==> src/flash_cmd_pkg.sv <==
/*
  Constants and carrier types for the lock and reset command slice.
  Assumes a 25 MHz system clock sampling the serial link pins.
*/
package flash_cmd_pkg;
  localparam int unsigned CLK_HZ = 25_000_000;
  localparam logic [7:0] OP_GLOBAL_LOCK = 8'h7E;
  localparam logic [7:0] OP_GLOBAL_UNLOCK = 8'h98;
  localparam logic [7:0] OP_RESET_ENABLE = 8'h66;
  localparam logic [7:0] OP_RESET = 8'h99;
  localparam int unsigned RECOVERY_US = 30;
  localparam int unsigned RECOVERY_CYCLES = RECOVERY_US * (CLK_HZ / 1_000_000);
  localparam int unsigned SELECT_DELAY_US = 20;
  localparam int unsigned SELECT_DELAY_CYCLES =
    SELECT_DELAY_US * (CLK_HZ / 1_000_000);
  localparam int unsigned WRITE_DELAY_MS = 5;
  localparam int unsigned WRITE_DELAY_CYCLES =
    WRITE_DELAY_MS * (CLK_HZ / 1_000);
  localparam int unsigned OPCODE_BITS = 8;
  localparam int unsigned LOCK_COUNT_DEFAULT = 16;
  localparam logic LOCK_RESET_VALUE = 1'b1;
  localparam logic [7:0] READ_PARAM_RESET = 8'h00;
  localparam logic [7:0] CONT_READ_RESET = 8'h00;
  localparam logic [2:0] WRAP_RESET = 3'h7;

  // One decoded instruction, valid for one cycle after select rises
  typedef struct packed {
    logic valid;
    logic [7:0] opcode;
  } opcode_event_t;

  // Volatile settings that a reset discards
  typedef struct packed {
    logic write_enable_latch;
    logic suspend_flag;
    logic [7:0] read_param_bits;
    logic [7:0] cont_read_mode_bits;
    logic [2:0] wrap_bits;
  } volatile_state_t;
endpackage

==> src/flash_lock_reset_commands.sv <==
/*
  Lock and software reset command slice of a serial flash.
  Decodes global lock/unlock and the enable-then-reset pair, keeps the
  volatile lock bits and settings, and times recovery and power-up.
  Assumes link pins arrive asynchronously and are sampled at 25 MHz.
*/
// Summary of operation
// - Global lock opcode 7E sets every lock bit to one.
// - Global unlock opcode 98 clears every lock bit to zero.
// - Accepted reset aborts internal operation, returns to power-on state.
// - Reset discards volatile status, latch, suspend, param, mode, wrap.
// - Reset happens only when 66 is directly followed by 99.
// - Any instruction other than 66 or 99 after 66 disarms the reset enable.
// - About 30 us recovery after reset; all instructions ignored meanwhile.
// - Write instructions held off until 5 ms after power-up.
// - Lock bits are volatile and read one after power-up or reset.
// - Lock bits protect only when scheme select is one.
`timescale 1ns/1ns
module flash_lock_reset_commands #(
  parameter int unsigned LOCK_COUNT = flash_cmd_pkg::LOCK_COUNT_DEFAULT,
  parameter int unsigned RECOVERY_CYCLES = flash_cmd_pkg::RECOVERY_CYCLES,
  parameter int unsigned WRITE_DELAY_CYCLES =
    flash_cmd_pkg::WRITE_DELAY_CYCLES
) (
  input wire logic ref_clk,
  input wire logic sys_rst,
  input wire logic select_n_pin,
  input wire logic link_clk_pin,
  input wire logic serial_in_pin,
  input wire logic lock_scheme_select,
  input wire logic [LOCK_COUNT-1:0] legacy_protect,
  input wire logic set_write_enable,
  input wire logic set_suspend,
  input wire logic internal_busy,
  input wire logic [7:0] read_param_in,
  input wire logic read_param_load,
  input wire logic [7:0] cont_read_in,
  input wire logic cont_read_load,
  input wire logic [2:0] wrap_in,
  input wire logic wrap_load,
  output logic [LOCK_COUNT-1:0] lock_bits,
  output logic [LOCK_COUNT-1:0] protect_map,
  output flash_cmd_pkg::volatile_state_t volatile_state,
  output logic abort_operation,
  output logic recovering,
  output logic reset_armed,
  output logic select_allowed,
  output logic write_allowed
);
  localparam int unsigned RCW = $clog2(RECOVERY_CYCLES + 1);
  localparam int unsigned WDW = $clog2(WRITE_DELAY_CYCLES + 1);
  localparam int unsigned SDW =
    $clog2(flash_cmd_pkg::SELECT_DELAY_CYCLES + 1);

  // Two-stage synchronisers; first stage feeds only the second
  logic [2:0] sync1_reg;
  logic [2:0] sync2_reg;
  logic link_clk_prev_reg;
  logic link_clk_rise;
  flash_cmd_pkg::opcode_event_t opcode_event;

  always_ff @(posedge ref_clk) begin
    if (sys_rst) begin
      // Idle pin levels: select high, link clock low, so no false edge
      sync1_reg <= 3'h5;
      sync2_reg <= 3'h5;
      link_clk_prev_reg <= 1'b0;
    end else begin
      sync1_reg <= {select_n_pin, link_clk_pin, serial_in_pin};
      sync2_reg <= sync1_reg;
      link_clk_prev_reg <= sync2_reg[1];
    end
  end

  assign link_clk_rise = sync2_reg[1] && !link_clk_prev_reg;

  opcode_shifter shifter (
    .ref_clk(ref_clk),
    .sys_rst(sys_rst),
    .select_n(sync2_reg[2]),
    .link_clk_rise(link_clk_rise),
    .serial_in(sync2_reg[0]),
    .opcode_event(opcode_event)
  );

  typedef enum logic [1:0] {ST_IDLE, ST_ARMED, ST_RECOVER} cmd_state_t;

  cmd_state_t state_reg;
  cmd_state_t state_next;
  logic [RCW-1:0] rec_cnt_reg;
  logic [RCW-1:0] rec_cnt_next;
  logic [LOCK_COUNT-1:0] lock_reg;
  logic [LOCK_COUNT-1:0] lock_next;
  flash_cmd_pkg::volatile_state_t vol_reg;
  flash_cmd_pkg::volatile_state_t vol_next;
  logic abort_reg;
  logic abort_next;
  logic [LOCK_COUNT-1:0] prot_reg;
  logic [LOCK_COUNT-1:0] prot_next;
  logic do_reset;
  logic [7:0] op;
  logic recovering_reg;
  logic recovering_next;
  logic armed_reg;
  logic armed_next;

  always_comb begin
    state_next = state_reg;
    rec_cnt_next = rec_cnt_reg;
    lock_next = lock_reg;
    vol_next = vol_reg;
    abort_next = 1'b0;
    do_reset = 1'b0;
    op = opcode_event.opcode;
    if (set_write_enable) begin
      vol_next.write_enable_latch = 1'b1;
    end
    if (set_suspend) begin
      vol_next.suspend_flag = 1'b1;
    end
    if (read_param_load) begin
      vol_next.read_param_bits = read_param_in;
    end
    if (cont_read_load) begin
      vol_next.cont_read_mode_bits = cont_read_in;
    end
    if (wrap_load) begin
      vol_next.wrap_bits = wrap_in;
    end
    unique case (state_reg)
      ST_IDLE, ST_ARMED: begin
        if (opcode_event.valid) begin
          state_next = ST_IDLE;
          if (op == flash_cmd_pkg::OP_RESET_ENABLE) begin
            state_next = ST_ARMED;
          end else if (op == flash_cmd_pkg::OP_RESET &&
                       state_reg == ST_ARMED) begin
            do_reset = 1'b1;
          end else if (op == flash_cmd_pkg::OP_GLOBAL_LOCK) begin
            lock_next = '1;
          end else if (op == flash_cmd_pkg::OP_GLOBAL_UNLOCK) begin
            lock_next = '0;
          end
        end
      end
      ST_RECOVER: begin
        // Instructions are dropped until the count runs out
        if (rec_cnt_reg == RCW'(1)) begin
          state_next = ST_IDLE;
        end
        rec_cnt_next = rec_cnt_reg - RCW'(1);
      end
    endcase
    if (do_reset) begin
      state_next = ST_RECOVER;
      rec_cnt_next = RCW'(RECOVERY_CYCLES);
      abort_next = 1'b1;
      lock_next = {LOCK_COUNT{flash_cmd_pkg::LOCK_RESET_VALUE}};
      vol_next.write_enable_latch = 1'b0;
      vol_next.suspend_flag = 1'b0;
      vol_next.read_param_bits = flash_cmd_pkg::READ_PARAM_RESET;
      vol_next.cont_read_mode_bits = flash_cmd_pkg::CONT_READ_RESET;
      vol_next.wrap_bits = flash_cmd_pkg::WRAP_RESET;
    end
    // Scheme select picks lock bits or the legacy protect fields
    prot_next = lock_scheme_select ? lock_next : legacy_protect;
    recovering_next = (state_next == ST_RECOVER);
    armed_next = (state_next == ST_ARMED);
  end

  always_ff @(posedge ref_clk) begin
    if (sys_rst) begin
      state_reg <= ST_IDLE;
      rec_cnt_reg <= '0;
      lock_reg <= {LOCK_COUNT{flash_cmd_pkg::LOCK_RESET_VALUE}};
      vol_reg <= '{1'b0, 1'b0, flash_cmd_pkg::READ_PARAM_RESET,
                  flash_cmd_pkg::CONT_READ_RESET, flash_cmd_pkg::WRAP_RESET};
      abort_reg <= 1'b0;
      prot_reg <= '0;
      recovering_reg <= 1'b0;
      armed_reg <= 1'b0;
    end else begin
      state_reg <= state_next;
      rec_cnt_reg <= rec_cnt_next;
      lock_reg <= lock_next;
      vol_reg <= vol_next;
      abort_reg <= abort_next;
      prot_reg <= prot_next;
      recovering_reg <= recovering_next;
      armed_reg <= armed_next;
    end
  end

  // Power-up timers; sys_rst stands in for supply reaching its minimum
  logic [WDW-1:0] wdelay_reg;
  logic [WDW-1:0] wdelay_next;
  logic [SDW-1:0] sdelay_reg;
  logic [SDW-1:0] sdelay_next;
  logic write_ok_reg;
  logic write_ok_next;
  logic select_ok_reg;
  logic select_ok_next;

  always_comb begin
    wdelay_next = wdelay_reg;
    sdelay_next = sdelay_reg;
    if (wdelay_reg != WDW'(WRITE_DELAY_CYCLES)) begin
      wdelay_next = wdelay_reg + WDW'(1);
    end
    if (sdelay_reg != SDW'(flash_cmd_pkg::SELECT_DELAY_CYCLES)) begin
      sdelay_next = sdelay_reg + SDW'(1);
    end
    // Writes also stay blocked while recovering from a reset
    write_ok_next = (wdelay_next == WDW'(WRITE_DELAY_CYCLES)) &&
                    (state_next != ST_RECOVER);
    select_ok_next =
      (sdelay_next == SDW'(flash_cmd_pkg::SELECT_DELAY_CYCLES));
  end

  always_ff @(posedge ref_clk) begin
    if (sys_rst) begin
      wdelay_reg <= '0;
      sdelay_reg <= '0;
      write_ok_reg <= 1'b0;
      select_ok_reg <= 1'b0;
    end else begin
      wdelay_reg <= wdelay_next;
      sdelay_reg <= sdelay_next;
      write_ok_reg <= write_ok_next;
      select_ok_reg <= select_ok_next;
    end
  end

  assign lock_bits = lock_reg;
  assign protect_map = prot_reg;
  assign volatile_state = vol_reg;
  assign abort_operation = abort_reg;
  assign recovering = recovering_reg;
  assign reset_armed = armed_reg;
  assign select_allowed = select_ok_reg;
  assign write_allowed = write_ok_reg;
endmodule

==> src/opcode_shifter.sv <==
/*
  Serial opcode receiver: shifts serial_in on rising link clock edges
  while select is low and reports the byte when select rises.
  Assumes select, link clock and data are already synchronised to ref_clk.
*/
`timescale 1ns/1ns
module opcode_shifter (
  input wire logic ref_clk,
  input wire logic sys_rst,
  input wire logic select_n,
  input wire logic link_clk_rise,
  input wire logic serial_in,
  output flash_cmd_pkg::opcode_event_t opcode_event
);
  logic [7:0] shift_reg;
  logic [7:0] shift_next;
  logic [4:0] count_reg;
  logic [4:0] count_next;
  logic select_prev_reg;
  flash_cmd_pkg::opcode_event_t event_reg;
  flash_cmd_pkg::opcode_event_t event_next;

  always_comb begin
    shift_next = shift_reg;
    count_next = count_reg;
    event_next = '0;
    if (select_n) begin
      count_next = 5'h00;
      // Exactly eight bits, then select high; anything else is ignored
      if (!select_prev_reg &&
          count_reg == 5'(flash_cmd_pkg::OPCODE_BITS)) begin
        event_next.valid = 1'b1;
        event_next.opcode = shift_reg;
      end
    end else if (link_clk_rise) begin
      shift_next = {shift_reg[6:0], serial_in};
      // Saturate so long frames never wrap back to eight
      if (count_reg != 5'h1F) begin
        count_next = count_reg + 5'h01;
      end
    end
  end

  always_ff @(posedge ref_clk) begin
    if (sys_rst) begin
      shift_reg <= 8'h00;
      count_reg <= 5'h00;
      select_prev_reg <= 1'b1;
      event_reg <= '0;
    end else begin
      shift_reg <= shift_next;
      count_reg <= count_next;
      select_prev_reg <= select_n;
      event_reg <= event_next;
    end
  end

  assign opcode_event = event_reg;
endmodule

==> config.mk <==
export PLATFORM = sky130hd
export DESIGN_NAME = flash_lock_reset_commands
export DESIGN_NICKNAME = d
export VERILOG_FILES = /design/src/flash_cmd_pkg.sv /design/src/flash_lock_reset_commands.sv /design/src/opcode_shifter.sv
export SDC_FILE = /design/constraint.sdc
export NUM_CORES = 1
export LEC_CHECK = 0
export BUFFER_PORTS_ARGS = -buffer_cell sky130_fd_sc_hd__buf_2
export CORE_AREA = 3 3 104 106
export DETAILED_ROUTE_END_ITERATION = 7
export DIE_AREA = 0 0 107 109
export PLACE_DENSITY = 0.71
export SETUP_SLACK_MARGIN = 0.2
export SYNTH_ARGS = -nofsm -noshare
export SYNTH_HDL_FRONTEND = slang
export SYNTH_SLANG_ARGS = --single-unit
==> constraint.sdc <==
create_clock -name ref_clk -period 5.65 [get_ports ref_clk]
set_clock_uncertainty 0.15 [all_clocks]
set_input_delay 0.2825 -clock ref_clk [delete_from_list [all_inputs] [get_ports ref_clk]]
set_output_delay 0.2825 -clock ref_clk [all_outputs]
set_load 0.05 [all_outputs]
# After elaboration in Yosys (flattened, before gate mapping)
# Cells that the tools add are included.
# W data, S select, Z words.
[classes]
n_reduce_logical = 15
bitwise = 2
muxes = 23
multipliers = 0
div = 0
n_eq_ne = 16
shift = 0
n_lt_le_gt_ge = 0
add_sub_neg = 4
[op_table]
columns = ["cell", "n"]
rows = [
  ["$mux W16", 8],
  ["$mux W10", 2],
  ["$mux W9", 2],
  ["$add A17 B1 Y17 const B", 1],
  ["$eq A17 B17 Y1 const B", 1],
  ["$mux W17", 1],
  ["$ne A17 B17 Y1 const B", 1],
  ["$eq A8 B7 Y1 const B", 2],
  ["$eq A8 B8 Y1 const B", 2],
  ["$eq A10 B1 Y1 const B", 1],
  ["$sub A10 B1 Y10 const B", 1],
  ["$add A9 B1 Y9 const B", 1],
  ["$eq A9 B9 Y1 const B", 1],
  ["$ne A9 B9 Y1 const B", 1],
  ["$reduce_or A2 Y1", 4],
  ["$mux W1", 6],
  ["$mux W2", 3],
  ["$add A5 B1 Y5 const B", 1],
  ["$eq A5 B4 Y1 const B", 1],
  ["$ne A5 B5 Y1 const B", 1],
  ["$eq A2 B1 Y1 const B", 2],
  ["$eq A2 B2 Y1 const B", 2],
  ["$logic_and A1 B1 Y1", 4],
  ["$pmux W2 S2", 1],
  ["other kinds (7)", 10],
]
[totals]
mem_count = 0
romBits = 0
latchBits = 0
out_inout_bits = 58
ff_bits = 126
inputBits = 47
ramBits = 0

# Longest topological paths before layout
[logic_depth]
ltp_word = 9
depth_mapped = 8

# By module
# From an unflattened synthesis, not the netlist that was laid out.
[unflattened]
cells_unflattened = 537
area_unflattened_um2 = 4959.8
[by_module_without_submodules]
columns = ["mod", "area_each_um2", "cells_each", "n_inst"]
rows = [
  ["flash_lock_reset_commands", 4126.5, 448, 1],
  ["opcode_shifter", 833.3, 89, 1],
]

# Worst setup path after synthesis
# Ideal clock, no wire load.
[synth_timing]
kind = "register to register"
start = "register wdelay_reg[1]"
end = "register write_ok_reg (netlist: write_allowed)"
required_time_ns = 5.413
setup_ns = 0.087
path_stages_with_launch = 7
t_arrival_ns = 1.838
synth_period_minus_slack_ns = 2.076
setup_slack_ns = 3.574
cell_sequence = "dfxtp_1 -> ha_1 -> nand4_4 -> or3_1 -> a2111oi_2 -> o211ai_1 -> nor4b_2"
[synth_via]
elab_chain_cells = 4
[synth_lines]
columns = ["item", "line", "rtl"]
rows = [
  ["start, declared", "flash_lock_reset_commands.sv:195", "logic [WDW-1:0] wdelay_reg;"],
  ["start signal, assigned", "flash_lock_reset_commands.sv:227", "wdelay_reg <= wdelay_next;"],
  ["$add A17 B1 Y17 / $ne A17 B17 Y1 (equally long branches)", "flash_lock_reset_commands.sv:208, flash_lock_reset_commands.sv:207", ""],
  ["$mux W17 *", "flash_lock_reset_commands.sv:207", "if (wdelay_reg != WDW'(WRITE_DELAY_CYCLES)) begin"],
  ["$eq A17 B17 Y1 *", "flash_lock_reset_commands.sv:214", "write_ok_next = (wdelay_next == WDW'(WRITE_DELAY_CYCLES)) &&"],
  ["$logic_and A1 B1 Y1 *", "flash_lock_reset_commands.sv:214", ""],
  ["end signal, assigned", "flash_lock_reset_commands.sv:229", "write_ok_reg <= write_ok_next;"],
  ["end, declared", "flash_lock_reset_commands.sv:199", "logic write_ok_reg;"],
]
# Mark *: on every way between the ends. The rest lies on a longest branch, timed or not.
# A chain may end at the register's enable or synchronous reset.

# Worst setup path in the final report
[layout_timing]
start = "register state_reg[1]"
end = "register lock_reg[10] (netlist: lock_bits[10])"
[layout_via]
elab_chain_cells = 7
[layout_lines]
columns = ["item", "line", "rtl"]
rows = [
  ["start, declared", "flash_lock_reset_commands.sv:88", "cmd_state_t state_reg;"],
  ["start signal, assigned", "flash_lock_reset_commands.sv:183", "state_reg <= state_next;"],
  ["$eq A2 B1 Y1", "flash_lock_reset_commands.sv:130, flash_lock_reset_commands.sv:137", ""],
  ["$logic_and A1 B1 Y1", "flash_lock_reset_commands.sv:136", "end else if (op == flash_cmd_pkg::OP_RESET &&"],
  ["$mux W16 / $mux W1 (equally long branches)", "flash_lock_reset_commands.sv:136", ""],
  ["$mux W16 / $mux W1 (equally long branches)", "flash_lock_reset_commands.sv:134", "if (op == flash_cmd_pkg::OP_RESET_ENABLE) begin"],
  ["$mux W16 / $mux W1 (equally long branches)", "flash_lock_reset_commands.sv:132", "if (opcode_event.valid) begin"],
  ["$mux W16 / $mux W1 (equally long branches)", "flash_lock_reset_commands.sv:130", "unique case (state_reg)"],
  ["$mux W16 *", "flash_lock_reset_commands.sv:154", "if (do_reset) begin"],
  ["end signal, assigned", "flash_lock_reset_commands.sv:175", "lock_reg <= {LOCK_COUNT{flash_cmd_pkg::LOCK_RESET_VALUE}};"],
  ["end signal, assigned", "flash_lock_reset_commands.sv:185", "lock_reg <= lock_next;"],
  ["end, declared", "flash_lock_reset_commands.sv:92", "logic [LOCK_COUNT-1:0] lock_reg;"],
]
# Marked as above.

==> impl_results.md <==
- DRT Pass-1 Iters: 4
- Crit path capture type: register
- Layout Nets: 731
- Status: finished clean
- Multiplexer area fraction after synthesis: 6.65%
- Hold WC Path Type: primary input to register
- Net Count, Synth: 592
- Largest net degree at the start of global routing: 73
- Psw: 496 uW
- Pint: 1680 uW
- IO buf count: 103
- CTS tree: yes
- First-pass GRT wire length: 17900 um
- Setup violations, final: 0
- Largest register FFs: 21
- DP HPWL: 6760 um
- # diodes: 0
- Synth Area in Compound Gates: 6.83%
- Final wirelength: 10900 um
- Initial Utilization: 50.5%
- GR Overflow Total: 0
- Synth cell types: 56
- Tmin final: 3.20 ns
- Post-CTS Hold Fix Bufs: 43
- Num CTS Buffers: 17
- Root Buffer Master: clkbuf_8
- Critical-path maximum fanout: 25
- Die Ht: 109 um
- Max-slew violations: 0
- Sequential power share: 42.5%
- Simple-gate portion of the synthesized area: 24.9%
- Syn Inst Count: 536
- Share of the synthesized area in the top cell type: 50.6%
- XOR/XNOR share of the synthesized area: 5.27%
- Design Area, Final: 6590 um2
- Post-Synth Adder-Cell Area: 2.26%
- Fin Setup TNS: 0 ns
- CP bufs+invs: 0
- Min setup slack post-route: 2.45 ns
- Initial antenna violation count: 0
- Post-route ant nets: 0
- Synth area leaders: dfxtp_1 (51%), nor2_1 (6.8%), mux2i_1 (6.4%)
- Slew Limit Headroom: 24.1%
- Core area: 9860 um2
- Clock network power share: 49.4%
- Share of cells above drive strength 1: 21.8%
- Most frequent cell after synthesis: dfxtp_1
- Max frequency: 313 MHz
- WL per Instance: 13.3 um
- Fin. Hold Viols: 0
- Cell Chain, Critical Path: and4b_1, nand4_1, nand2b_1, nor2b_1, nand2_1
- Die Wd: 107 um
- GP Congestion: 0.860
- 1st-iter DRT viols: 210
- Clock transition at path regs: 0.05 ns
- DP Worst Slack: 2.47 ns
- Worst path slowest cell: nor2b_1
- Max incr delay on CP: 1.10 ns
- Syn_area_per_cell: 9.30 um2
- Cell family with most CP delay: simple AND/OR/NAND/NOR gates
- Largest family of logic cells by synthesized area: simple AND/OR/NAND/NOR gates
- Crit Path Class: register to register
- Clk sink count: 126
- Post-synth top cells: dfxtp_1 (126), nor2_1 (90), nand2_1 (51), mux2i_1 (32), clkbuf_1 (19)
- Final period utilization: 56.6%
- Pwr/cell area: 331 nW/um2
- Die area: 11700 um2
- FP Rows: 36
- H-tree levels: 4
- Critical Path RT: 5.84 ns
- Post-synth EDFFs: 0
- Synth area leader: dfxtp_1
- I/O pin count: 105
- Via count: 4094
- Ys flop type: dfxtp_1
- Sw Share: 22.8%
- Gr usage total: 19.5%
- Flop and latch count out of synthesis: 126
- Synth Cell Area: 4980 um2
- Worst-skew pair later-pin latency: 0.51 ns
- Leakage power: 0.00278 uW
- Area Overhead vs Synth: 32.2%
- Drc violations: 0
- Vias in the first global route: 3962
- Critical Path Source Type: register
- Worst EP arrival: 3.39 ns
- Vias per cell: 4.99
- RSZ-0062 raised after global routing: false
- Asr flop ratio synth: 0%
- Clock Path Buffers: 2
- Worst Max-Slew Pin Slew: 1.14 ns
- Placement Cell Area: 5560 um2
- Peak supply drop: 162 uV
- CTS resizes: 0
- Syn. warnings: 0
- Register area share after synthesis: 50.6%
- Postcts setup bufs: 0
- MaxCap Viol Count: 0
- Combinational share of power: 8.1%
## kinds of logic (layout without fill, tap and decap cells)
group / after synthesis / after routing
flops: 126 / 126
compound gates: 49 / 49
simple gates: 246 / 246
mux: 33 / 33
fa+ha+maj: 9 / 9
xor+xnor: 30 / 30
buf+inv: 43 / 195
## power by group through the flow
stage / Combinational (uW) / Sequential [uW] / Clock [uW]
floorplan: 52.8 / 1000 / 0
global placement: 150 / 943 / 0
detailed placement: 152 / 944 / 0
CTS: 176 / 925 / 1100
global route: 190 / 928 / 1130
finish: 177 / 925 / 1080
## cell usage in the layout (no fill, tap or decap), drive strengths merged, types with 2 or more instances in the layout
| cell | instances |
|---|---|
| a211o | 3 |
| a211oi | 18 |
| a21oi | 12 |
| a31oi | 2 |
| and2 | 11 |
| and2b | 2 |
| and3 | 3 |
| buf | 104 |
| bufinv | 3 |
| clkbuf | 22 |
| clkinv | 4 |
| clkinvlp | 3 |
| dfxtp | 126 |
| dlygate4sd3 | 43 |
| ha | 9 |
| inv | 16 |
| mux2i | 32 |
| nand2 | 51 |
| nand2b | 6 |
| nand3 | 16 |
| nand4 | 13 |
| nand4b | 3 |
| nor2 | 90 |
| nor2b | 11 |
| nor3 | 8 |
| nor3b | 4 |
| nor4b | 5 |
| nor4bb | 2 |
| o211ai | 2 |
| o21ai | 3 |
| or2 | 8 |
| or3 | 4 |
| or3b | 2 |
| xnor2 | 13 |
| xor2 | 17 |
## routing by layer
layer	vias up	track usage, %	part of all wire, %
met4	0	9.32	2.5
met1	1879	22.0	45
li1	2088	-	-
met3	26	5.98	4.2
met2	101	33.8	49
met5	-	0	0
## path summary, 6_finish.rpt
check                                      from            endpoint  slack, ns  cells after the start
worst max-delay path               state_reg[1]       lock_bits[10]       2.45                      5
worst max register to register     state_reg[1]       lock_bits[10]       2.45                      5
worst min-delay path            read_param_load  volatile_state[12]       0.05                      3
worst min register to register     sync1_reg[2]        sync2_reg[2]       0.26                      1
## worst min-delay path, delay by kind of cell
kind / cells / cell delay, ns
buf+inv: 1 / 0.18
mux: 1 / 0.14
simple gates: 1 / 0.07
## stage by stage
stage / hold slack, ns / std cells / utilization [%] / total power [uW]
6_report: 0.0478 / 821 / 66.8 / 2180
5_1_grt: 0.0404 / 821 / 66.8 / 2250
4_1_cts: 0.0210 / 821 / 66.8 / 2200
3_5_place_dp: 0.245 / 746 / 56.3 / 1100
3_3_place_gp: 0.242 / 746 / 56.3 / 1090
2_1_floorplan: 0.236 / 536 / - / 1050
## layout make-up
| cell class | instances | area, um2 |
|---|---|---|
| Tap cell | 133 | 166 |
| Clock inverter | 10 | 136 |
| Inverter | 16 | 60.1 |
| Timing Repair Buffer | 147 | 953 |
| Clock buffer | 22 | 463 |
| Fill cell | 738 | 3280 |
| Multi-Input combinational cell | 367 | 2290 |
| Sequential cell | 126 | 2520 |
(Power assumes the default switching activity.)
